[config.mk]
export PLATFORM = sky130hd
export DESIGN_NAME = adc_result_formatting
export DESIGN_NICKNAME = d
export VERILOG_FILES = /design/src/rtl/adc_fmt_pkg.sv /design/src/rtl/result_packer.sv /design/src/rtl/adc_result_formatting.sv
export VERILOG_INCLUDE_DIRS = /design/src /design/src/rtl
export SDC_FILE = /design/constraint.sdc
export NUM_CORES = 1
export LEC_CHECK = 0
export BUFFER_PORTS_ARGS = -buffer_cell sky130_fd_sc_hd__buf_2
export CORE_MARGIN = 2
export CORE_UTILIZATION = 40
export DETAILED_ROUTE_END_ITERATION = 6
export PLACE_DENSITY = 0.68
export SYNTH_ARGS = -nofsm -noshare
export SYNTH_HDL_FRONTEND = slang
export SYNTH_SLANG_ARGS = --single-unit
export TNS_END_PERCENT = 100
[constraint.sdc]
create_clock -name mclk_i -period 3.4 [get_ports mclk_i]
set_input_delay 0.17 -clock mclk_i [delete_from_list [all_inputs] [get_ports mclk_i]]
set_output_delay 0.17 -clock mclk_i [all_outputs]
set_load 0.005 [all_outputs]
[src/rtl/adc_fmt_regs.svh]
`ifndef ADC_FMT_REGS_SVH
`define ADC_FMT_REGS_SVH

// register byte addresses, one aligned word each
`define OFS_CTRL_MAIN   8'h00
`define OFS_CTRL_FMT    8'h04
`define OFS_TRIG_SEL    8'h08
`define OFS_RES_HIGH    8'h0C
`define OFS_RES_LOW     8'h10
`define OFS_IRQ_STATUS  8'h14
`define OFS_IRQ_MASK    8'h18

// converter_control_main fields
`define CM_ON_BIT       0
`define CM_GO_BIT       1
`define CM_CHAN         6:2
// converter_control_format fields
`define CF_JUSTIFY_BIT  7
`define CF_CCS          6:4
`define CF_PREF         1:0
// converter_trigger_select field
`define TS_TRIG         7:4
// interrupt status and mask field
`define IRQ_DONE_BIT    0

// reset values of control state
`define RST_CHAN        5'h00
`define RST_CCS         3'h0
`define RST_PREF        2'h0
`define RST_TRIG        4'h0

// bus answers
`define RESP_OKAY       2'h0
`define RESP_SLVERR     2'h2

`endif

[src/rtl/adc_fmt_pkg.sv]
`default_nettype none

package adc_fmt_pkg;

  // converter sequence, gray coded along idle, start, wait
  typedef enum logic [1:0] {
    ST_IDLE  = 2'b00,
    ST_START = 2'b01,
    ST_WAIT  = 2'b11
  } conv_state_t;

  // both result bytes travel together
  typedef struct packed {
    logic [7:0] high;
    logic [7:0] low;
  } result_pair_t;

endpackage

`default_nettype wire

[src/rtl/result_packer.sv]
`timescale 1ns/1ps
`default_nettype none

module result_packer
  import adc_fmt_pkg::*;
(
  // format and raw result
  input  wire logic         justify_i,
  input  wire logic [9:0]   data_i,
  // justified byte pair
  output result_pair_t      pair_o
);

  // right when justify is 1, left when 0; unused bits load as zero
  assign pair_o.high = justify_i ? {6'h00, data_i[9:8]}
                                 : data_i[9:2];
  assign pair_o.low  = justify_i ? data_i[7:0]
                                 : {data_i[1:0], 6'h00};

endmodule

`default_nettype wire

[src/rtl/adc_result_formatting.sv]
`timescale 1ns/1ps
`default_nettype none
`include "adc_fmt_regs.svh"

// What this block does
// left format: result bits 1:0 go to low byte bits 7:6
// right format: result bits 9:8 go to high byte bits 1:0
// right format: result bits 7:0 fill the whole low byte
// software waits an acquisition period after a channel change
// result bytes are not reset; they keep contents across resets
// left format: result bits 9:2 fill the whole high byte
// justify 1 zeroes six high bits, 0 zeroes six low bits
// software sets run flag; hardware clears it when conversion ends
// both result bytes load together in the finishing cycle
module adc_result_formatting
  import adc_fmt_pkg::*;
(
  // clock and reset
  input  wire logic         mclk_i,
  input  wire logic         rst_n_i,
  // axi4-lite write address and data
  input  wire logic [7:0]   s_axi_awaddr_i,
  input  wire logic         s_axi_awvalid_i,
  output logic              s_axi_awready_o,
  input  wire logic [31:0]  s_axi_wdata_i,
  input  wire logic [3:0]   s_axi_wstrb_i,
  input  wire logic         s_axi_wvalid_i,
  output logic              s_axi_wready_o,
  // axi4-lite write response
  output logic [1:0]        s_axi_bresp_o,
  output logic              s_axi_bvalid_o,
  input  wire logic         s_axi_bready_i,
  // axi4-lite read
  input  wire logic [7:0]   s_axi_araddr_i,
  input  wire logic         s_axi_arvalid_i,
  output logic              s_axi_arready_o,
  output logic [31:0]       s_axi_rdata_o,
  output logic [1:0]        s_axi_rresp_o,
  output logic              s_axi_rvalid_o,
  input  wire logic         s_axi_rready_i,
  // analog converter core
  input  wire logic [9:0]   conv_data_i,
  input  wire logic         conv_done_i,
  input  wire logic [15:0]  trig_src_i,
  output logic              conv_start_o,
  output logic              converter_on_o,
  output logic [4:0]        input_channel_select_o,
  output logic [2:0]        conversion_clock_select_o,
  output logic [1:0]        positive_reference_select_o,
  // interrupt
  output logic              irq_o
);

  // bus state
  logic              aw_have_r;
  logic              w_have_r;
  logic [7:0]        awaddr_r;
  logic [31:0]       wdata_r;
  logic              wstrb0_r;
  logic              bvalid_r;
  logic [1:0]        bresp_r;
  logic              rvalid_r;
  logic [31:0]       rdata_r;
  logic [1:0]        rresp_r;
  // control state
  logic              on_r;
  logic [4:0]        chan_r;
  logic              justify_r;
  logic [2:0]        ccs_r;
  logic [1:0]        pref_r;
  logic [3:0]        trig_r;
  logic              trig_prev_r;
  conv_state_t       state_r;
  conv_state_t       state_nxt;
  logic              status_r;
  logic              mask_r;
  // result bytes, no reset on purpose
  logic [7:0]        high_r;
  logic [7:0]        low_r;
  result_pair_t      pair_w;

  // write channel decode
  wire        wr_fire   = aw_have_r & w_have_r & ~bvalid_r;
  wire        wr_lane   = wr_fire & wstrb0_r;
  wire        wa_main   = (awaddr_r == `OFS_CTRL_MAIN);
  wire        wa_fmt    = (awaddr_r == `OFS_CTRL_FMT);
  wire        wa_trig   = (awaddr_r == `OFS_TRIG_SEL);
  wire        wa_high   = (awaddr_r == `OFS_RES_HIGH);
  wire        wa_low    = (awaddr_r == `OFS_RES_LOW);
  wire        wa_stat   = (awaddr_r == `OFS_IRQ_STATUS);
  wire        wa_mask   = (awaddr_r == `OFS_IRQ_MASK);
  wire        wa_hit    = wa_main | wa_fmt | wa_trig | wa_high | wa_low
                        | wa_stat | wa_mask;
  wire        wr_main   = wr_lane & wa_main;
  wire        wr_high   = wr_lane & wa_high;
  wire        wr_low    = wr_lane & wa_low;

  // handshakes are combinational from held flags
  assign s_axi_awready_o = ~aw_have_r & ~bvalid_r;
  assign s_axi_wready_o  = ~w_have_r & ~bvalid_r;
  assign s_axi_bvalid_o  = bvalid_r;
  assign s_axi_bresp_o   = bresp_r;
  assign s_axi_arready_o = ~rvalid_r;
  assign s_axi_rvalid_o  = rvalid_r;
  assign s_axi_rdata_o   = rdata_r;
  assign s_axi_rresp_o   = rresp_r;

  // address and data may come in either order
  always_ff @(posedge mclk_i or negedge rst_n_i)
  begin
    if (!rst_n_i)
    begin
      aw_have_r <= 1'b0;
      w_have_r  <= 1'b0;
      awaddr_r  <= 8'h00;
      wdata_r   <= 32'h0000_0000;
      wstrb0_r  <= 1'b0;
    end
    else
    begin
      if (s_axi_awvalid_i & s_axi_awready_o)
      begin
        aw_have_r <= 1'b1;
        awaddr_r  <= s_axi_awaddr_i;
      end
      else if (wr_fire)
        aw_have_r <= 1'b0;
      if (s_axi_wvalid_i & s_axi_wready_o)
      begin
        w_have_r <= 1'b1;
        wdata_r  <= s_axi_wdata_i;
        wstrb0_r <= s_axi_wstrb_i[0];
      end
      else if (wr_fire)
        w_have_r <= 1'b0;
    end
  end

  // write response, slverr for an unmapped address
  always_ff @(posedge mclk_i or negedge rst_n_i)
  begin
    if (!rst_n_i)
    begin
      bvalid_r <= 1'b0;
      bresp_r  <= `RESP_OKAY;
    end
    else if (wr_fire)
    begin
      bvalid_r <= 1'b1;
      bresp_r  <= wa_hit ? `RESP_OKAY : `RESP_SLVERR;
    end
    else if (s_axi_bready_i)
      bvalid_r <= 1'b0;
  end

  // read selection; bits above each byte read as zero
  wire [7:0]  main_rd   = {1'b0, chan_r, (state_r != ST_IDLE), on_r};
  wire [7:0]  fmt_rd    = {justify_r, ccs_r, 2'b00, pref_r};
  wire [7:0]  trig_rd   = {trig_r, 4'h0};
  wire [7:0]  ra        = s_axi_araddr_i;
  wire        ra_hit    = (ra == `OFS_CTRL_MAIN) | (ra == `OFS_CTRL_FMT)
                        | (ra == `OFS_TRIG_SEL) | (ra == `OFS_RES_HIGH)
                        | (ra == `OFS_RES_LOW) | (ra == `OFS_IRQ_STATUS)
                        | (ra == `OFS_IRQ_MASK);
  wire [7:0]  rd_byte   = (ra == `OFS_CTRL_MAIN)  ? main_rd :
                          (ra == `OFS_CTRL_FMT)   ? fmt_rd :
                          (ra == `OFS_TRIG_SEL)   ? trig_rd :
                          (ra == `OFS_RES_HIGH)   ? high_r :
                          (ra == `OFS_RES_LOW)    ? low_r :
                          (ra == `OFS_IRQ_STATUS) ? {7'h00, status_r} :
                          (ra == `OFS_IRQ_MASK)   ? {7'h00, mask_r} :
                          8'h00;

  // read data is captured at the address handshake
  always_ff @(posedge mclk_i or negedge rst_n_i)
  begin
    if (!rst_n_i)
    begin
      rvalid_r <= 1'b0;
      rdata_r  <= 32'h0000_0000;
      rresp_r  <= `RESP_OKAY;
    end
    else if (s_axi_arvalid_i & s_axi_arready_o)
    begin
      rvalid_r <= 1'b1;
      rdata_r  <= {24'h00_0000, rd_byte};
      rresp_r  <= ra_hit ? `RESP_OKAY : `RESP_SLVERR;
    end
    else if (s_axi_rready_i)
      rvalid_r <= 1'b0;
  end

  // start sources: software run flag or selected trigger rising edge
  wire        trig_sel  = (trig_r != `RST_TRIG) & trig_src_i[trig_r];
  wire        trig_hit  = trig_sel & ~trig_prev_r & on_r;
  wire        sw_go     = wr_main & wdata_r[`CM_GO_BIT]
                        & wdata_r[`CM_ON_BIT];
  wire        sw_stop   = wr_main & ~(wdata_r[`CM_GO_BIT]
                        & wdata_r[`CM_ON_BIT]);
  wire        load_w    = conv_done_i & (state_r == ST_WAIT);

  // a main write without both go and on aborts; done ends the run by itself
  always_comb
  begin
    state_nxt = state_r;
    case (state_r)
      ST_IDLE:  if (sw_go | trig_hit) state_nxt = ST_START;
      ST_START: state_nxt = sw_stop ? ST_IDLE : ST_WAIT;
      ST_WAIT:  if (load_w | sw_stop) state_nxt = ST_IDLE;
      default:  state_nxt = ST_IDLE;
    endcase
  end

  // control registers
  always_ff @(posedge mclk_i or negedge rst_n_i)
  begin
    if (!rst_n_i)
    begin
      on_r        <= 1'b0;
      chan_r      <= `RST_CHAN;
      justify_r   <= 1'b0;
      ccs_r       <= `RST_CCS;
      pref_r      <= `RST_PREF;
      trig_r      <= `RST_TRIG;
      trig_prev_r <= 1'b0;
      state_r     <= ST_IDLE;
      mask_r      <= 1'b0;
    end
    else
    begin
      state_r     <= state_nxt;
      trig_prev_r <= trig_sel;
      if (wr_main)
      begin
        on_r   <= wdata_r[`CM_ON_BIT];
        chan_r <= wdata_r[`CM_CHAN];
      end
      if (wr_lane & wa_fmt)
      begin
        justify_r <= wdata_r[`CF_JUSTIFY_BIT];
        ccs_r     <= wdata_r[`CF_CCS];
        pref_r    <= wdata_r[`CF_PREF];
      end
      if (wr_lane & wa_trig)
        trig_r <= wdata_r[`TS_TRIG];
      if (wr_lane & wa_mask)
        mask_r <= wdata_r[`IRQ_DONE_BIT];
    end
  end

  // sticky done flag, write one clears, a new done wins
  wire        stat_clr  = wr_lane & wa_stat & wdata_r[`IRQ_DONE_BIT];
  always_ff @(posedge mclk_i or negedge rst_n_i)
  begin
    if (!rst_n_i)
      status_r <= 1'b0;
    else
      status_r <= load_w | (status_r & ~stat_clr);
  end

  result_packer u_packer (
    .justify_i (justify_r),
    .data_i    (conv_data_i),
    .pair_o    (pair_w)
  );

  // no reset so the last result survives any reset; one edge loads both
  always_ff @(posedge mclk_i)
  begin
    if (load_w)
    begin
      high_r <= pair_w.high;
      low_r  <= pair_w.low;
    end
    else
    begin
      if (wr_high)
        high_r <= wdata_r[7:0];
      if (wr_low)
        low_r <= wdata_r[7:0];
    end
  end

  // converter controls and interrupt
  assign conv_start_o                = (state_r == ST_START);
  assign converter_on_o              = on_r;
  assign input_channel_select_o      = chan_r; // pacing is up to software
  assign conversion_clock_select_o   = ccs_r;
  assign positive_reference_select_o = pref_r;
  assign irq_o                       = status_r & mask_r;
endmodule

`default_nettype wire

# Word-level counts from Yosys, hierarchy flattened
# Index checks and enable logic that the tools add are counted.
[op_classes]
n_eq_ne = 16
reduce_logical = 12
n_bitwise = 48
n_lt_le_gt_ge = 1
muxes = 28
[op_table]
columns = ["op", "n"]
rows = [
  ["$mux W8", 11],
  ["$eq A8 B5 Y1 const B", 6],
  ["$eq A8 B4 Y1 const B", 4],
  ["$and A1 B1 Y1", 26],
  ["$eq A8 B3 Y1 const B", 2],
  ["$logic_not A8 Y1", 2],
  ["$or A1 B1 Y1", 15],
  ["$reduce_bool A2 Y1", 7],
  ["$mux W1", 10],
  ["$mux W2", 5],
  ["$not A1 Y1", 7],
  ["$pmux W2 S3", 1],
  ["$lt A4 B5 Y1 const B", 1],
  ["$bmux W1 S4", 1],
  ["$reduce_bool A4 Y1", 1],
  ["$eq A2 B1 Y1 const B", 1],
  ["$eq A2 B2 Y1 const B", 1],
  ["$logic_not A2 Y1", 1],
  ["$ne A2 B1 Y1 const B", 1],
  ["$ne A2 B2 Y1 const B", 1],
  ["$reduce_and A2 Y1", 1],
]
[word_totals]
reg_bits = 70
input_bits = 86
elab_cells = 127
output_inout_bits = 54

# Depth between registers and ports, before layout
[logic_depth]
ltp_word = 9
mapped_depth = 6
mapped_depth_nobuf = 4

# Hierarchy
# Synthesis repeated with hierarchy kept, for this count alone.
[hier_totals]
cells_unflattened = 320
hier_area_um2 = 3568.4
[by_module_without_submodules]
columns = ["mod", "area_per_inst_um2", "cells_per_inst", "instances", "seq_area_each_um2"]
rows = [
  ["adc_result_formatting", 3410.8, 302, 1, 1781.7],
  ["result_packer", 157.7, 18, 1, 0.0],
]

# Least setup slack after synthesis
# OpenSTA, ideal clock, no wires.
[synth_timing]
path_kind = "flip-flop to flip-flop"
start = "reg bvalid_r (netlist: s_axi_bvalid_o)"
end = "reg high_r[0], enable pin"
slack_ns = 1.307
t_required_ns = 3.016
synth_period_minus_slack_ns = 2.093
n_path_buf = 1
stages_incl_launch_ff = 6
t_arrival_ns = 1.709
setup_time_ns = 0.384
path_cell_list = "dfrtp_1 > and3b_1 > buf_2 > and3_4 > nand3_1 > o21ai_0"
[synth_via]
elab_chain_cells = 5
[synth_lines]
columns = ["item", "line", "source"]
rows = [
  ["start, declared", "adc_result_formatting.sv:60", "logic bvalid_r;"],
  ["start signal, assigned", "adc_result_formatting.sv:144", "bvalid_r <= 1'b0;"],
  ["start signal, assigned", "adc_result_formatting.sv:149", "bvalid_r <= 1'b1;"],
  ["start signal, assigned", "adc_result_formatting.sv:153", "bvalid_r <= 1'b0;"],
  ["$not A1 Y1", "adc_result_formatting.sv:83", "wire wr_fire = aw_have_r & w_have_r & ~bvalid_r;"],
  ["$and A1 B1 Y1", "adc_result_formatting.sv:83", ""],
  ["$and A1 B1 Y1", "adc_result_formatting.sv:84", "wire wr_lane = wr_fire & wstrb0_r;"],
  ["$and A1 B1 Y1", "adc_result_formatting.sv:95", "wire wr_high = wr_lane & wa_high;"],
  ["$reduce_bool A2 Y1 (no line)", "n/a", ""],
  ["end signal, assigned", "adc_result_formatting.sv:272", "high_r <= pair_w.high;"],
  ["end signal, assigned", "adc_result_formatting.sv:278", "high_r <= wdata_r[7:0];"],
  ["end, declared", "adc_result_formatting.sv:78", "logic [7:0] high_r;"],
]
# Every way passes these cells.
# A chain may end at the register's enable or synchronous reset.

# Final worst setup path
[layout_timing]
start = "reg bvalid_r (netlist: s_axi_bvalid_o)"
end = "reg justify_r"
[layout_via]
elab_chain_cells = 4
[layout_lines]
columns = ["item", "line", "source"]
rows = [
  ["$not A1 Y1", "adc_result_formatting.sv:83", ""],
  ["$and A1 B1 Y1", "adc_result_formatting.sv:83", ""],
  ["$and A1 B1 Y1", "adc_result_formatting.sv:84", ""],
  ["$and A1 B1 Y1", "adc_result_formatting.sv:238", "if (wr_lane & wa_fmt)"],
  ["end signal, assigned", "adc_result_formatting.sv:240", "justify_r <= wdata_r[`CF_JUSTIFY_BIT];"],
  ["end, declared", "adc_result_formatting.sv:68", "logic justify_r;"],
]
# Every way passes these cells.

==> flow_summary_export.csv <==
group,metric,value,unit
status,status,"completed",
route,drc,0,
timing,clock.fmax,520,MHz
timing,fin_skew,0.0103,ns
logic_synthesis,synth_edf_count,16,
timing,relSlewSlack,0.486,
timing,grt_setup_unrepaired,"no",
logic_synthesis,async_flop_share,0.765,
route,drtPass1Iterations,4,
floorplan,core_area,8590,µm²
critical_path,regToRegSetupSlack,1.48,ns
clock_network,worstSkewPairLatency,0.34,ns
power,power_density,635,nW/µm²
logic_synthesis,synth_area,3480,µm²
grt,grt_pass1_vias,2368,
logic_synthesis,ys_types,45,
run,cap_violations,0,
clock_network,cts_made_buffers,9,
timing,worst_pin_slew,0.769,ns
clock_network,postCtsResizedCells,0,
power,ir_worst_vdd,0.446,mV
logic_synthesis,syn_area_per_cell,11.8,µm²
placed_design,place.gp.congestion,0.872,
finish,layout-drive-gt1-share,0.382,
floorplan,start_util,0.405,
timing,hold_slack,0.0566,ns
critical_path,crit_path_end_kind,"register",
finish,layout_commonest_cell,"buf_2",
grt,grt-busiest-layer,"met2",
grt,grt_pass1_wl,11900,µm
grt,grt_start_max_net_pins,53,
timing,final_max_slew_viol_count,0,
logic_synthesis,seq_area_frac_synth,0.512,
logic_synthesis,yosys_register_bits,68,
logic_synthesis,yosys_warnings,0,
grt,met2_usage,0.248,
floorplan,fp.dieArea,9460,µm²
grt,antenna_found_initial,0,
route,wl_per_cell,14.9,µm
critical_path,arrival,2.14,ns
route,vias,2492,
timing,min_period,1.92,ns
route,drtIter0Drc,131,
grt,grt_remaining_overflow,0,
logic_synthesis,synthCells,295,
route,wirelength,7370,µm
grt,grt_usage,0.160,
route,postRouteAntennaNets,0,
critical_path,cp_max_fo,7,
grt,globalRouteMet3Util,0.0561,
logic_synthesis,synth_ff_type,"dfrtp_1",
placed_design,dp.final_hpwl,5520,µm
finish,syn2layout_area_growth,19.6,%
clock_network,clkTransAtPathRegs,0.08,ns
timing,setup_viol,0,
finish,nets,468,
floorplan,num_rows,34,
floorplan,die_x,97.3,µm
clock_network,cts_buffer_depth,2,
clock_network,cts_tree,"built",
clock_network,htree_levels,3,
floorplan,io_pins,140,
clock_network,cts_sinks,68,
critical_path,worstSetupPathType,"reg2reg",
clock_network,clockRootBuffer,"clkbuf_8",
floorplan,die_h,97.3,µm
power,leakagePower,0.00192,µW
placed_design,io_buffers,85,
timing,setup_tns,0,ns
finish,diodes,0,
grt,use_met1,0.209,
timing,hold_viol_final,0,
critical_path,start_kind,"register",
route,viasPerCell,5.03,
finish,layout_common_cells,"85 x buf_2, 52 x dfrtp_1, 35 x mux2_2",
finish,nFillCells,806,
timing,layout_worst_path_cycle_share,0.566,
hold_path,hold_path_class,"in2reg",
critical_path,required,3.62,ns
registers in the layout (all words and copies together) (netlist names), 2 cells and up:
| register | count |
|---|---|
| awaddr_r | 8 |
| conversion_clock_select_o | 3 |
| high_r | 8 |
| input_channel_select_o | 5 |
| low_r | 8 |
| positive_reference_select_o | 2 |
| s_axi_rdata_o | 8 |
| state_r | 2 |
| trig_r | 4 |
| wdata_r | 8 |
cell usage after synthesis, types with 2 or more instances:
| cell type | number | area, µm² |
|---|---|---|
| dfrtp_1 | 52 | 1300 |
| mux2_2 | 35 | 394 |
| buf_4 | 26 | 195 |
| nand2_1 | 23 | 86.3 |
| o21ai_0 | 17 | 85.1 |
| edfxtp_1 | 16 | 480 |
| mux2i_1 | 13 | 130 |
| a22o_1 | 11 | 96.3 |
| nor2_1 | 10 | 37.5 |
| a21oi_1 | 8 | 40.0 |
| clkbuf_1 | 7 | 26.3 |
| a22oi_1 | 6 | 45.0 |
| nand3_1 | 6 | 30.0 |
| and2_1 | 5 | 31.3 |
| buf_2 | 5 | 25.0 |
| nor2b_1 | 5 | 31.3 |
| nor3b_1 | 5 | 37.5 |
| inv_1 | 4 | 15.0 |
| nor4_1 | 4 | 25.0 |
| o31ai_1 | 4 | 30.0 |
| mux4_2 | 3 | 67.6 |
| nor3_1 | 3 | 15.0 |
| and3b_1 | 2 | 17.5 |
| nand2b_1 | 2 | 12.5 |
| nand4_1 | 2 | 12.5 |
| nor2_2 | 2 | 12.5 |
critical path: stages (launching register included):
cell and delay, ns:
dfrtp_1 0.44, and3b_1 0.41, nand4_1 0.19, nor2_2 0.38
mux2_2 0.38
kinds of logic (layout without fill, tap and decap cells):
group                  after synthesis  after routing  synth area share
buffers and inverters               43            110            0.0784
muxes                               51             51             0.170
AOI/OAI and AO/OA                   54             54             0.104
DFF                                 68             68             0.512
and+or+nand+nor                     78             78             0.134
other                                1             26           0.00108
power breakdown:
group	internal [µW]	switching [µW]	total, µW	leakage [µW]
registers	1040	224	1260	0.000810
logic	337	255	592	0.000995
clock network	484	302	787	0.000117
layer usage:
| layer | vias to the layer above | part of all wire | wire length, µm |
|---|---|---|---|
| met5 | - | 0 | 0 |
| met4 | 0 | 0.022 | 164 |
| met3 | 11 | 0.069 | 507 |
| met2 | 92 | 0.45 | 3330 |
| met1 | 1186 | 0.46 | 3370 |
| li1 | 1203 | - | - |
per-stage QoR:
stage / setup slack, ns / area (µm²) / utilization / power (µW) / std cells
after floorplan: 1.31 / 3570 / - / 1670 / 320
after global placement: 1.53 / 3890 / 0.453 / 1850 / 476
after detailed placement: 1.51 / 3890 / 0.453 / 1880 / 476
after CTS: 1.49 / 4160 / 0.484 / 2670 / 495
after global routing: 1.31 / 4160 / 0.484 / 2800 / 495
final: 1.48 / 4160 / 0.484 / 2640 / 495
worst paths after layout:
check,from,endpoint,depth (start not counted)
worst max register to register,s_axi_bvalid_o,justify_r,4
max in group asynchronous,rst_n_i,s_axi_rdata_o[0],3
worst min-delay path,s_axi_awaddr_i[5],awaddr_r[5],2
worst max-delay path,s_axi_bvalid_o,justify_r,4
worst min register to register,s_axi_rdata_o[4],s_axi_rdata_o[4],2
min in group asynchronous,rst_n_i,s_axi_rdata_o[2],3
final cells by class:
class	instances	area, µm²	area share
flip-flops and latches	68	1780	0.428
multi-input cells	209	1520	0.365
repair buffers	90	470	0.113
well taps	108	135	0.0325
clock buffers	9	124	0.0298
clock inverters	7	115	0.0277
inverters	4	15.0	0.00361
repair_timing:
item / in CTS / in global routing
setup endpoints to repair: 0 / 0
setup buffers: 0 / 0
endpoints found under the hold margin: 54 / 0
hold buffers: 3 / 0
(Power assumes the default switching activity.)
